===== src/sxrm_cfg.svh =====
`ifndef SXRM_CFG_SVH
`define SXRM_CFG_SVH
`define SXRM_ADDR_PORT_CFG   8'h00
`define SXRM_ADDR_IDENTITY   8'h01
`define SXRM_ADDR_GRADE      8'h02
`define SXRM_ADDR_CHAN_SEL   8'h05
`define SXRM_ADDR_COMMIT     8'hFF
`define SXRM_PROG_FIRST      8'h08
`define SXRM_PROG_LAST       8'h38
`define SXRM_PROG_COUNT      49
`define SXRM_PORT_CFG_RST    8'h18
`define SXRM_CHAN_SEL_RST    8'h03
`define SXRM_CHAN_SEL_MASK   8'h03
`define SXRM_COMMIT_MASK     8'h01
`define SXRM_PROG_RST        8'h00
// Identity and grade codes are arbitrary neutral values
`define SXRM_IDENTITY_VAL    8'h5C
`define SXRM_GRADE_VAL       8'h20
`define SXRM_BIT_LSB_FIRST   6
`define SXRM_BIT_LSB_FIRST_M 1
`define SXRM_BIT_SOFT_RST    5
`define SXRM_BIT_SOFT_RST_M  2
`define SXRM_INSTR_BITS      16
`define SXRM_WORD_BITS       8
`endif


===== src/sxrm_pkg.sv =====
`default_nettype none
package sxrm_pkg;
    typedef struct packed {
        logic       wr;
        logic [7:0] addr;
        logic [7:0] data;
    } sxrm_wr_t;
    typedef enum logic [2:0] {
        SXRM_INSTR = 3'b001,
        SXRM_WDATA = 3'b010,
        SXRM_RDATA = 3'b100
    } sxrm_state_t;
endpackage
`default_nettype wire


===== src/sxrm_prog_cell.sv =====
`timescale 1ns/10ps
`default_nettype none
`include "sxrm_cfg.svh"
// One shadowed byte: holding copy plus active copy
module sxrm_prog_cell (
    input  wire logic       core_clk,
    input  wire logic       reset_n,
    input  wire logic       soft_rst,
    input  wire logic       wr_en,
    input  wire logic [7:0] wr_data,
    input  wire logic       commit,
    output logic      [7:0] hold,
    output logic      [7:0] active
);
    logic [7:0] hold_q;
    logic [7:0] hold_d;
    logic [7:0] act_q;
    logic [7:0] act_d;
    always_comb begin
        hold_d = hold_q;
        act_d  = act_q;
        if (soft_rst) begin
            hold_d = `SXRM_PROG_RST;
            act_d  = `SXRM_PROG_RST;
        end else begin
            if (wr_en) begin
                hold_d = wr_data;
            end
            if (commit) begin
                act_d = hold_q;
            end
        end
    end
    always_ff @(posedge core_clk or negedge reset_n) begin
        if (!reset_n) begin
            hold_q <= `SXRM_PROG_RST;
            act_q  <= `SXRM_PROG_RST;
        end else begin
            hold_q <= hold_d;
            act_q  <= act_d;
        end
    end
    assign hold   = hold_q;
    assign active = act_q;
endmodule // sxrm_prog_cell
`default_nettype wire


===== src/sxrm_regmap.sv =====
`timescale 1ns/10ps
`default_nettype none
`include "sxrm_cfg.svh"
// Operation
// - Config, index/commit, and program address groups
// - Reset loads documented default values
// - Program writes land in holding copies
// - Commit copies all at once, self-clears
// - Select bits steer channel-local copies
// - Both selected: writes reach both copies
// - Both selected: read returns channel one
// - Global registers ignore channel select
// - 16-bit instruction then 8-bit data words
// - MSB first default, LSB first selectable
module sxrm_regmap (
    input  wire logic                     core_clk,
    input  wire logic                     reset_n,
    input  wire logic                     sel_n,
    input  wire logic                     sdio_in,
    output logic                          sdio_out,
    output logic                          sdio_oe,
    output logic [`SXRM_PROG_COUNT*8-1:0] prog_ch1,
    output logic [`SXRM_PROG_COUNT*8-1:0] prog_ch2,
    output logic                          lsb_first
);
    import sxrm_pkg::*;
    sxrm_state_t  st_q, st_d;
    logic [15:0]  sh_q, sh_d;
    logic [4:0]   cnt_q, cnt_d;
    logic         rd_q, rd_d;
    logic [12:0]  addr_q, addr_d;
    logic [7:0]   out_q, out_d;
    logic [7:0]   cfg_q, cfg_d;
    logic [7:0]   csel_q, csel_d;
    logic         commit_q, commit_d;
    sxrm_wr_t     wr;
    logic [7:0]   rdata;
    logic [`SXRM_PROG_COUNT*8-1:0] hold1, hold2;
    logic         soft_rst;
    logic [7:0]   pidx;
    logic         in_prog;
    logic [7:0]   wbyte;
    logic         lsbf;

    assign lsbf      = cfg_q[`SXRM_BIT_LSB_FIRST];
    assign lsb_first = lsbf;
    assign soft_rst  = cfg_q[`SXRM_BIT_SOFT_RST];
    assign pidx      = wr.addr - `SXRM_PROG_FIRST;
    assign in_prog   = (wr.addr >= `SXRM_PROG_FIRST) && (wr.addr <= `SXRM_PROG_LAST);

    // Serial framing: 16-bit instruction, then streamed bytes
    always_comb begin
        st_d   = st_q;
        sh_d   = sh_q;
        cnt_d  = cnt_q;
        rd_d   = rd_q;
        addr_d = addr_q;
        out_d  = out_q;
        wr     = '0;
        wbyte  = {sh_q[6:0], sdio_in};
        if (sel_n) begin
            st_d  = SXRM_INSTR;
            cnt_d = 5'd0;
        end else begin
            case (st_q)
                SXRM_INSTR: begin
                    sh_d  = {sh_q[14:0], sdio_in};
                    cnt_d = cnt_q + 5'd1;
                    if (cnt_q == 5'(`SXRM_INSTR_BITS - 1)) begin
                        cnt_d = 5'd0;
                        if (lsbf) begin
                            rd_d   = sdio_in;
                            addr_d = {sh_q[2], sh_q[3], sh_q[4], sh_q[5], sh_q[6], sh_q[7],
                                      sh_q[8], sh_q[9], sh_q[10], sh_q[11], sh_q[12],
                                      sh_q[13], sh_q[14]};
                        end else begin
                            rd_d   = sh_q[14];
                            addr_d = {sh_q[11:0], sdio_in};
                        end
                        st_d = (lsbf ? sdio_in : sh_q[14]) ? SXRM_RDATA : SXRM_WDATA;
                        out_d = rdata;
                    end
                end
                SXRM_WDATA: begin
                    sh_d  = {sh_q[14:0], sdio_in};
                    cnt_d = cnt_q + 5'd1;
                    if (cnt_q == 5'(`SXRM_WORD_BITS - 1)) begin
                        cnt_d   = 5'd0;
                        wr.wr   = 1'b1;
                        wr.addr = addr_q[7:0];
                        wr.data = lsbf ? {wbyte[0], wbyte[1], wbyte[2], wbyte[3],
                                          wbyte[4], wbyte[5], wbyte[6], wbyte[7]}
                                       : wbyte;
                        addr_d  = lsbf ? addr_q + 13'd1 : addr_q - 13'd1;
                    end
                end
                SXRM_RDATA: begin
                    out_d = lsbf ? {1'b0, out_q[7:1]} : {out_q[6:0], 1'b0};
                    cnt_d = cnt_q + 5'd1;
                    if (cnt_q == 5'(`SXRM_WORD_BITS - 1)) begin
                        cnt_d  = 5'd0;
                        addr_d = lsbf ? addr_q + 13'd1 : addr_q - 13'd1;
                        out_d  = rdata;
                    end
                end
                default: st_d = SXRM_INSTR;
            endcase
        end
    end

    // Read mux addressed by the current frame address
    always_comb begin
        logic [7:0] ri;
        ri    = addr_q[7:0] - `SXRM_PROG_FIRST;
        rdata = 8'h00;
        if (rd_d && st_d != SXRM_INSTR || st_q == SXRM_RDATA) begin
            ri = (st_q == SXRM_RDATA ? (lsbf ? addr_q[7:0] + 8'd1 : addr_q[7:0] - 8'd1)
                                     : addr_d[7:0]) - `SXRM_PROG_FIRST;
        end
        case (ri + `SXRM_PROG_FIRST)
            `SXRM_ADDR_PORT_CFG: rdata = cfg_q;
            `SXRM_ADDR_IDENTITY: rdata = `SXRM_IDENTITY_VAL;
            `SXRM_ADDR_GRADE:    rdata = `SXRM_GRADE_VAL;
            `SXRM_ADDR_CHAN_SEL: rdata = csel_q;
            `SXRM_ADDR_COMMIT:   rdata = {7'd0, commit_q};
            default: begin
                if (ri <= (`SXRM_PROG_LAST - `SXRM_PROG_FIRST)) begin
                    // Channel one wins when both are selected
                    rdata = (csel_q[0] || !csel_q[1]) ? hold1[ri*8 +: 8]
                                                     : hold2[ri*8 +: 8];
                end
            end
        endcase
    end

    // Register writes
    always_comb begin
        cfg_d    = cfg_q;
        csel_d   = csel_q;
        commit_d = 1'b0;
        if (soft_rst) begin
            cfg_d  = `SXRM_PORT_CFG_RST;
            csel_d = `SXRM_CHAN_SEL_RST;
        end else if (wr.wr) begin
            case (wr.addr)
                `SXRM_ADDR_PORT_CFG: begin
                    // Either nibble's copy of a control sets it
                    cfg_d = `SXRM_PORT_CFG_RST;
                    cfg_d[`SXRM_BIT_LSB_FIRST]   = wr.data[`SXRM_BIT_LSB_FIRST]
                                                 | wr.data[`SXRM_BIT_LSB_FIRST_M];
                    cfg_d[`SXRM_BIT_LSB_FIRST_M] = cfg_d[`SXRM_BIT_LSB_FIRST];
                    cfg_d[`SXRM_BIT_SOFT_RST]    = wr.data[`SXRM_BIT_SOFT_RST]
                                                 | wr.data[`SXRM_BIT_SOFT_RST_M];
                    cfg_d[`SXRM_BIT_SOFT_RST_M]  = cfg_d[`SXRM_BIT_SOFT_RST];
                end
                `SXRM_ADDR_CHAN_SEL: csel_d = wr.data & `SXRM_CHAN_SEL_MASK;
                `SXRM_ADDR_COMMIT:   commit_d = wr.data[0];
                default: ;
            endcase
        end
    end

    always_ff @(posedge core_clk or negedge reset_n) begin
        if (!reset_n) begin
            st_q     <= SXRM_INSTR;
            sh_q     <= 16'h0000;
            cnt_q    <= 5'd0;
            rd_q     <= 1'b0;
            addr_q   <= 13'h0000;
            out_q    <= 8'h00;
            cfg_q    <= `SXRM_PORT_CFG_RST;
            csel_q   <= `SXRM_CHAN_SEL_RST;
            commit_q <= 1'b0;
        end else begin
            st_q     <= st_d;
            sh_q     <= sh_d;
            cnt_q    <= cnt_d;
            rd_q     <= rd_d;
            addr_q   <= addr_d;
            out_q    <= out_d;
            cfg_q    <= cfg_d;
            csel_q   <= csel_d;
            commit_q <= commit_d;
        end
    end

    assign sdio_oe  = (st_q == SXRM_RDATA) && !sel_n;
    assign sdio_out = lsbf ? out_q[0] : out_q[7];

    // Program registers held per channel; select bits steer writes
    genvar g;
    generate
        for (g = 0; g < `SXRM_PROG_COUNT; g++) begin : g_prog
            logic hit;
            assign hit = wr.wr && in_prog && (pidx == 8'(g));
            sxrm_prog_cell u_ch1 (
                .core_clk (core_clk),
                .reset_n  (reset_n),
                .soft_rst (soft_rst),
                .wr_en    (hit && csel_q[0]),
                .wr_data  (wr.data),
                .commit   (commit_q),
                .hold     (hold1[g*8 +: 8]),
                .active   (prog_ch1[g*8 +: 8])
            );
            sxrm_prog_cell u_ch2 (
                .core_clk (core_clk),
                .reset_n  (reset_n),
                .soft_rst (soft_rst),
                .wr_en    (hit && csel_q[1]),
                .wr_data  (wr.data),
                .commit   (commit_q),
                .hold     (hold2[g*8 +: 8]),
                .active   (prog_ch2[g*8 +: 8])
            );
        end
    endgenerate
endmodule // sxrm_regmap
`default_nettype wire


===== config.mk =====
export PLATFORM = sky130hd
export DESIGN_NAME = sxrm_regmap
export DESIGN_NICKNAME = d
export VERILOG_FILES = /design/src/sxrm_pkg.sv /design/src/sxrm_prog_cell.sv /design/src/sxrm_regmap.sv
export VERILOG_INCLUDE_DIRS = /design/src
export SDC_FILE = /design/constraint.sdc
export NUM_CORES = 2
export LEC_CHECK = 0
export BUFFER_PORTS_ARGS = -buffer_cell sky130_fd_sc_hd__buf_2
export CORE_ASPECT_RATIO = 1.5
export CORE_UTILIZATION = 53
export CTS_CLUSTER_DIAMETER = 80
export DETAILED_ROUTE_END_ITERATION = 12
export GPL_TIMING_DRIVEN = 1
export PLACE_DENSITY_LB_ADDON = 0.1
export SYNTH_ARGS = -nofsm -noshare
export SYNTH_HDL_FRONTEND = slang
export SYNTH_SLANG_ARGS = --single-unit

===== constraint.sdc =====
create_clock -name core_clk -period 4.5 [get_ports core_clk]
set_input_delay 0.45 -clock core_clk [delete_from_list [all_inputs] [get_ports core_clk]]
set_output_delay 0.45 -clock core_clk [all_outputs]
set_load 0.005 [all_outputs]

---- Yosys cells after proc, flatten, opt, wreduce, memory -nomap -nowiden ----
Cells that the tools add are included.
Widths: inputs -> output; s select.
storage, ports and cells
  bits in registers ....................... 1630
  bits of input ports ..................... 4
  output and inout bits ................... 787
  logic and storage cells ................. 990
cells by class
  add/subtract/negate cells ............... 9
  $lt $le $gt $ge ......................... 3
  equality and inequality tests ........... 62
  shift operators ......................... 2
  multiplexer cells ....................... 434
  bitwise logic cells ..................... 3
  reduce and logical (&&, ||, !) cells .... 270
operator list
  cell                   number
  $mux 8                 408
  $shiftx 392x12->8      2
  $reduce_bool 2->1      104
  $logic_and 1x1->1      151
  $eq 8x6->1 const B     17
  $eq 8x5->1 const B     16
  $eq 8x4->1 const B     8
  $mux 13                4
  $mux 17                3
  $eq 8x3->1 const B     6
  $pmux 8 s5             1
  $pmux 13 s2            1
  $eq 8x2->1 const B     3
  $logic_not 8->1        3
  $sub 8x4->8 const B    3
  $eq 8x1->1 const B     2
  $eq 8x8->1 const B     2
  $le 8x6->1 const B     2
  $pmux 8 s2             1
  $mux 5                 3
  $add 13x1->13 const B  1
  $sub 13x1->13 const B  1
  $pmux 5 s2             1
  $mux 3                 3
  24 further kinds       37

---- Depth between registers and ports, before layout ----
  depth in word-level cells ............... 15
  gate-level depth with buffers ........... 22
  depth with buffers taken out ............ 19

---- By module ----
From an unflattened synthesis, not the netlist that was laid out.
second synthesis, totals
  cells, all modules ...................... 6315
  area, all modules ....................... 75192.1 um2
by module, submodules not included
  module          instances  cells an instance  area an instance (um2)  sequential area each (um2)
  sxrm_prog_cell  98         52                 659.4                   400.4
  sxrm_regmap     1          1219               10572.6                 1181.1

---- Least setup slack after synthesis ----
OpenSTA, ideal clock, no wires.
  kind .................................... register to register
  start point ............................. register cfg_q[6]
  end point ............................... register out_q[3]
  setup time .............................. 0.132 ns
  arrival time ............................ 4.581 ns
  required time ........................... 4.368 ns
  setup slack ............................. -0.213 ns
  cell stages (with the launch flop) ...... 21
  buffers on the path ..................... 3
  period minus slack after synthesis ...... 4.713 ns
  cell sequence ........................... dfrtp_1 > buf_2 > buf_1 > inv_1 > ha_1 > a211oi_1 > o21ba_2 > nor3_1 > a31oi_2 > nand2_2 > inv_2 > ha_1 > clkbuf_1 > inv_1 > a211o_1 > a21oi_1 > o21ai_0 > o211a_1 > o41a_2 > or3b_1 > o22ai_2
between the ends
  cells in the longest elaborated chain, start to end .. 15
  elaborated cells on any way between the ends .. 37
  classes of those cells .................. add/sub: 2; order compare: 1; eq/ne: 5; shift: 2; mux: 24; reduce/logical: 3
ends and longest elaborated chain
  element                                               RTL line            source
  from (decl)                                           sxrm_regmap.sv:33   logic [7:0] cfg_q, cfg_d;
  from (signal assigned)                                sxrm_regmap.sv:171  cfg_q <= `SXRM_PORT_CFG_RST;
  from (signal assigned)                                sxrm_regmap.sv:181  cfg_q <= cfg_d;
  branches (longest 14 deep; another with $sub 8x4->8)  n/a
  $pmux 8 s2 *                                          sxrm_regmap.sv:65   case (st_q)
  to (signal assigned)                                  sxrm_regmap.sv:180  out_q <= out_d;
  to (decl)                                             sxrm_regmap.sv:32   logic [7:0] out_q, out_d;
Mark *: on every way between the ends. The select of a mux whose other input is x is not followed.
A chain may end at the register's enable or synchronous reset.

---- Worst setup path after layout ----
  start point ............................. register cnt_q[1]
  end point ............................... register out_q[3]
between the ends
  elaborated cells on any way between the ends .. 35
  classes of those cells .................. add/sub: 2; order compare: 1; eq/ne: 8; shift: 2; mux: 18; reduce/logical: 4
RTL lines
  element                                      RTL line                                                  source
  from (decl)                                  sxrm_regmap.sv:29                                         logic [4:0] cnt_q, cnt_d;
  from (signal assigned)                       sxrm_regmap.sv:177                                        cnt_q <= cnt_d;
  $eq 5x3->1 or $eq 5x4->1 (tied branches)     sxrm_regmap.sv:87, sxrm_regmap.sv:100, sxrm_regmap.sv:69
  $mux 13, on equally long branches            sxrm_regmap.sv:87, sxrm_regmap.sv:100, sxrm_regmap.sv:69
  $pmux 13 s2 *                                sxrm_regmap.sv:65
  $mux 8 *                                     sxrm_regmap.sv:61                                         if (sel_n) begin
  net addr_d[0]                                sxrm_regmap.sv:31                                         logic [12:0] addr_q, addr_d;
  $mux 8 *                                     sxrm_regmap.sv:117                                        ri = (st_q == SXRM_RDATA ? (lsbf ? addr_q[7:0] + 8'd1 : addr_q[7:0] - 8'd1)
  $sub 8x4->8 (no line) *                      n/a
  $mux 8 *                                     sxrm_regmap.sv:116                                        if (rd_d && st_d != SXRM_INSTR || st_q == SXRM_RDATA) begin
  $shiftx 392x12->8, on equally long branches  sxrm_regmap.sv:130, sxrm_regmap.sv:129
  $mux 8                                       sxrm_regmap.sv:129                                        rdata = (csel_q[0] || !csel_q[1]) ? hold1[ri*8 +: 8]
  $mux 8                                       sxrm_regmap.sv:127                                        if (ri <= (`SXRM_PROG_LAST - `SXRM_PROG_FIRST)) begin
  $pmux 8 s5 *                                 sxrm_regmap.sv:120                                        case (ri + `SXRM_PROG_FIRST)
  $mux 8, on equally long branches             sxrm_regmap.sv:100, sxrm_regmap.sv:69
  $pmux 8 s2 *                                 sxrm_regmap.sv:65
The timed path passes the listed nets; every way through them passes the cells marked *. The select of a mux whose other input is x is not followed.

==> reports/results.ini <==
[outcome]
status=finished, final reports clean

[pwr]
internal_power_mw=22.7
swShare_pct=22.1
peakVddDrop_mv=0.404
power.leakage_nw=40.7
p_comb_share_pct=2.2
p_sw_mw=6.43
power-per-cell-area_mw_per_mm2=336
p_clk_share_pct=47.6
finalPower_mw=29.2
seqPwrFrac_pct=50.1

[cts]
clock_path_buffers=3
clock_latency_ns=0.82
htree_levels=4
tritoncts=yes
clkSinkCount=1615
numCtsBuffers=155
root_buffer=clkbuf_16
path_clk_slew_ns=0.06

[flow_run]
drv_cap=0

[global_routing]
grt_pass1_wl_um=429000
first_global_vias=59583
grtUsageTotal_pct=42.0
antenna_found_initial=11
grt_max_degree=278
grt_overflow_total=0

[setup_path]
cp.arrival_ns=5.18
critPathMaxFanout=39
startpoint_type=flip-flop
worstSetupPathType=flip-flop to flip-flop
crit_required_ns=5.23
rrSetupSlack_ns=0.05
end_kind=flip-flop

[place]
hpwl_um=212000
place_area_sq_mm=0.0813
dpl_worst_slack_ns=-0.439
numPlacedInstances=9656
gp_congestion=1.06
port_buffers=790

[logic_synthesis]
syn-num-nets=7374
yosysSeqAreaShare_pct=54.9
netlist_instances=7356
ys_ff_latch=1615
synth-async-reset-ratio_pct=100
synth.avg_cell_area_sq_um=10.0
synth_edf_count=0
synth.distinct_cells=93
synthFlopType=dfrtp_1
yosysWarnings=0
syn_area_sq_mm=0.0736

[die]
die_w_um=306
num_rows=167
start_util_pct=53.4
core_area_sq_mm=0.138
io_pins=791
die_h_um=458
dieArea_sq_mm=0.140

[sta]
hold_violations=0
max_slew_margin_pct=8.42
timing.final.ws_setup_ns=0.0491
period_minus_slack_ns=4.45
drv_slew=0
tightest_slew_ns=1.37
finalCritPeriodShare_pct=98.9
setup_viol=0
clock-skew-final_ns=0.0337
max_freq_mhz=225

[detailed_routing]
wire_per_inst_um=29.9
drt_iter0_drc=7698
wl_um=298000
post-route-drc-count=0
final_antenna_net_count=0
avgViaCountPerCell=6.27
first_pass_iters=9
vias=62366

[final_layout]
fin_nets=8070
layout-drive-gt1-share_pct=18.7
post-route-cell-area_sq_mm=0.0869
finalNonFillerCells=9949
area_growth_syn_to_layout_pct=18.1

[hold_path]
hp-class=primary input to asynchronous set/reset pin

[synth_stat cells, drive strengths merged (25+ instances only)]
library cell,count,area (sq um)
nor3,25,135
nor2,839,3160
dfrtp,1611,40300
mux2i,851,8520
nand3,546,2740
clkbuf,497,1870
nand3b,768,5770
nand2,883,3320
o21ai,798,4000
a21oi,50,265
and3,35,219
buf,137,607
[state kept, by name, indices dropped and copies added (netlist names), 3 cells and up]
name	count
g_prog.u_ch2.active	392
st_q	3
g_prog.u_ch2.hold	392
cnt_q	5
out_q	8
g_prog.u_ch1.active	392
addr_q	8
sh_q	15
g_prog.u_ch1.hold	392
cfg_q	4
[metrics by stage]
stage / TNS (ns) / hold slack, ns / utilization (%)
final: 0 / 0.213 / 63.0
after global routing: -0.000266 / 0.264 / 63.0
after CTS: 0 / 0.319 / 62.9
after global placement: -0.666 / 0.465 / 59.0
after floorplan: 0 / 0.154 / -
after detailed placement: -0.756 / 0.479 / 59.0
[final cells by class]
| type | count | area (sq um) |
|---|---|---|
| fill | 11458 | 51000 |
| tap | 1774 | 2220 |
| multi-input combinational | 5087 | 31000 |
| antenna | 5 | 12.5 |
| clock inverter | 53 | 781 |
| sequential | 1615 | 40400 |
| timing repair buffer | 1173 | 7920 |
| clock buffer | 222 | 4530 |
| inverter | 20 | 75.1 |
[what timing repair did]
| action | in CTS | in global routing |
|---|---|---|
| setup endpoints to repair | 7 | 11 |
| buffers inserted | 5 | 4 |
| resized for setup | 12 | 18 |
| hold endpoints to repair | 94 | 0 |
| cloned | 1 | 0 |
| pin swaps | 3 | 6 |
| hold buffers | 3 | 0 |
[worst max-delay path: stages, from the launching register on]
cell and delay (ns):
dfrtp_1 0.39, ha_2 0.20, and3_4 0.16, ha_4 0.17, and4bb_2 0.26, a22o_4 0.28
buf_4 0.15, o221ai_1 0.34, buf_4 0.21, a211oi_4 0.08, buf_4 0.19, bufbuf_16 0.35
nand3_1 0.12, nand3_1 0.10, buf_4 0.18, a211oi_2 0.58, nor4_1 0.11, or3b_1 0.41
o22ai_2 0.09
[metal layers]
metal | vias to the layer above | routed length [um] | global-route usage (%)
met3 | 851 | 25900 | 9.11
met5 | - | 55 | 0
li1 | 26834 | - | -
met4 | 8 | 21900 | 26.6
met2 | 3357 | 138000 | 65.5
met1 | 31316 | 112000 | 53.2
[layout by cell type (no fill, tap or decap), types with 8 or more instances in the layout]
master     count
a211oi_1       9
a21oi_1       46
a311oi_1      17
a31oi_1       21
and3_1        32
buf_12        84
buf_2        789
buf_4        295
bufinv_16     17
clkbuf_1      30
clkbuf_16    158
clkbuf_8      34
clkinv_2      22
dfrtp_1     1609
ha_1          10
inv_1         17
mux2_2        21
mux2i_1      851
nand2_1      874
nand2b_1      19
nand3_1      545
nand3b_1     768
nand4_1       17
nor2_1       835
nor3_1        22
nor4_2         8
o21ai_0      790
[power groups by stage]
stage	Clock (mW)	Combinational [mW]	Sequential, mW
finish	13.9	0.654	14.6
global route	14.5	0.722	14.6
CTS	14.0	0.659	14.6
detailed placement	0	0.652	14.9
global placement	0	0.647	14.9
floorplan	0	0.163	14.9
[cells by family after synthesis]
| family | synth area share, % |
|---|---|
| XOR/XNOR | 0.175 |
| multiplexers | 11.9 |
| AO/OA/AOI/OAI | 7.48 |
| AND/OR/NAND/NOR | 21.8 |
| flip-flops | 54.9 |
| adder cells (fa/ha/maj) | 0.248 |
| buffers and inverters | 3.46 |
[final timing paths]
kind,from,cells after the start,to
hold reg to reg,cfg_q[2]$_DFFE_PN0P_,1,cfg_q[2]$_DFFE_PN0P_
setup reg to reg,cnt_q[1]$_DFFE_PN0P_,18,out_q[3]$_DFFE_PN0P_
hold / removal,reset_n,2,g_prog[3].u_ch1.active[1]$_DFFE_PN0P_
min in group core_clk,cfg_q[2]$_DFFE_PN0P_,1,cfg_q[2]$_DFFE_PN0P_
max in group asynchronous,reset_n,3,g_prog[14].u_ch2.active[7]$_DFFE_PN0P_
setup / recovery,cnt_q[1]$_DFFE_PN0P_,18,out_q[3]$_DFFE_PN0P_
No activity file was read; power rests on OpenSTA's default activity.
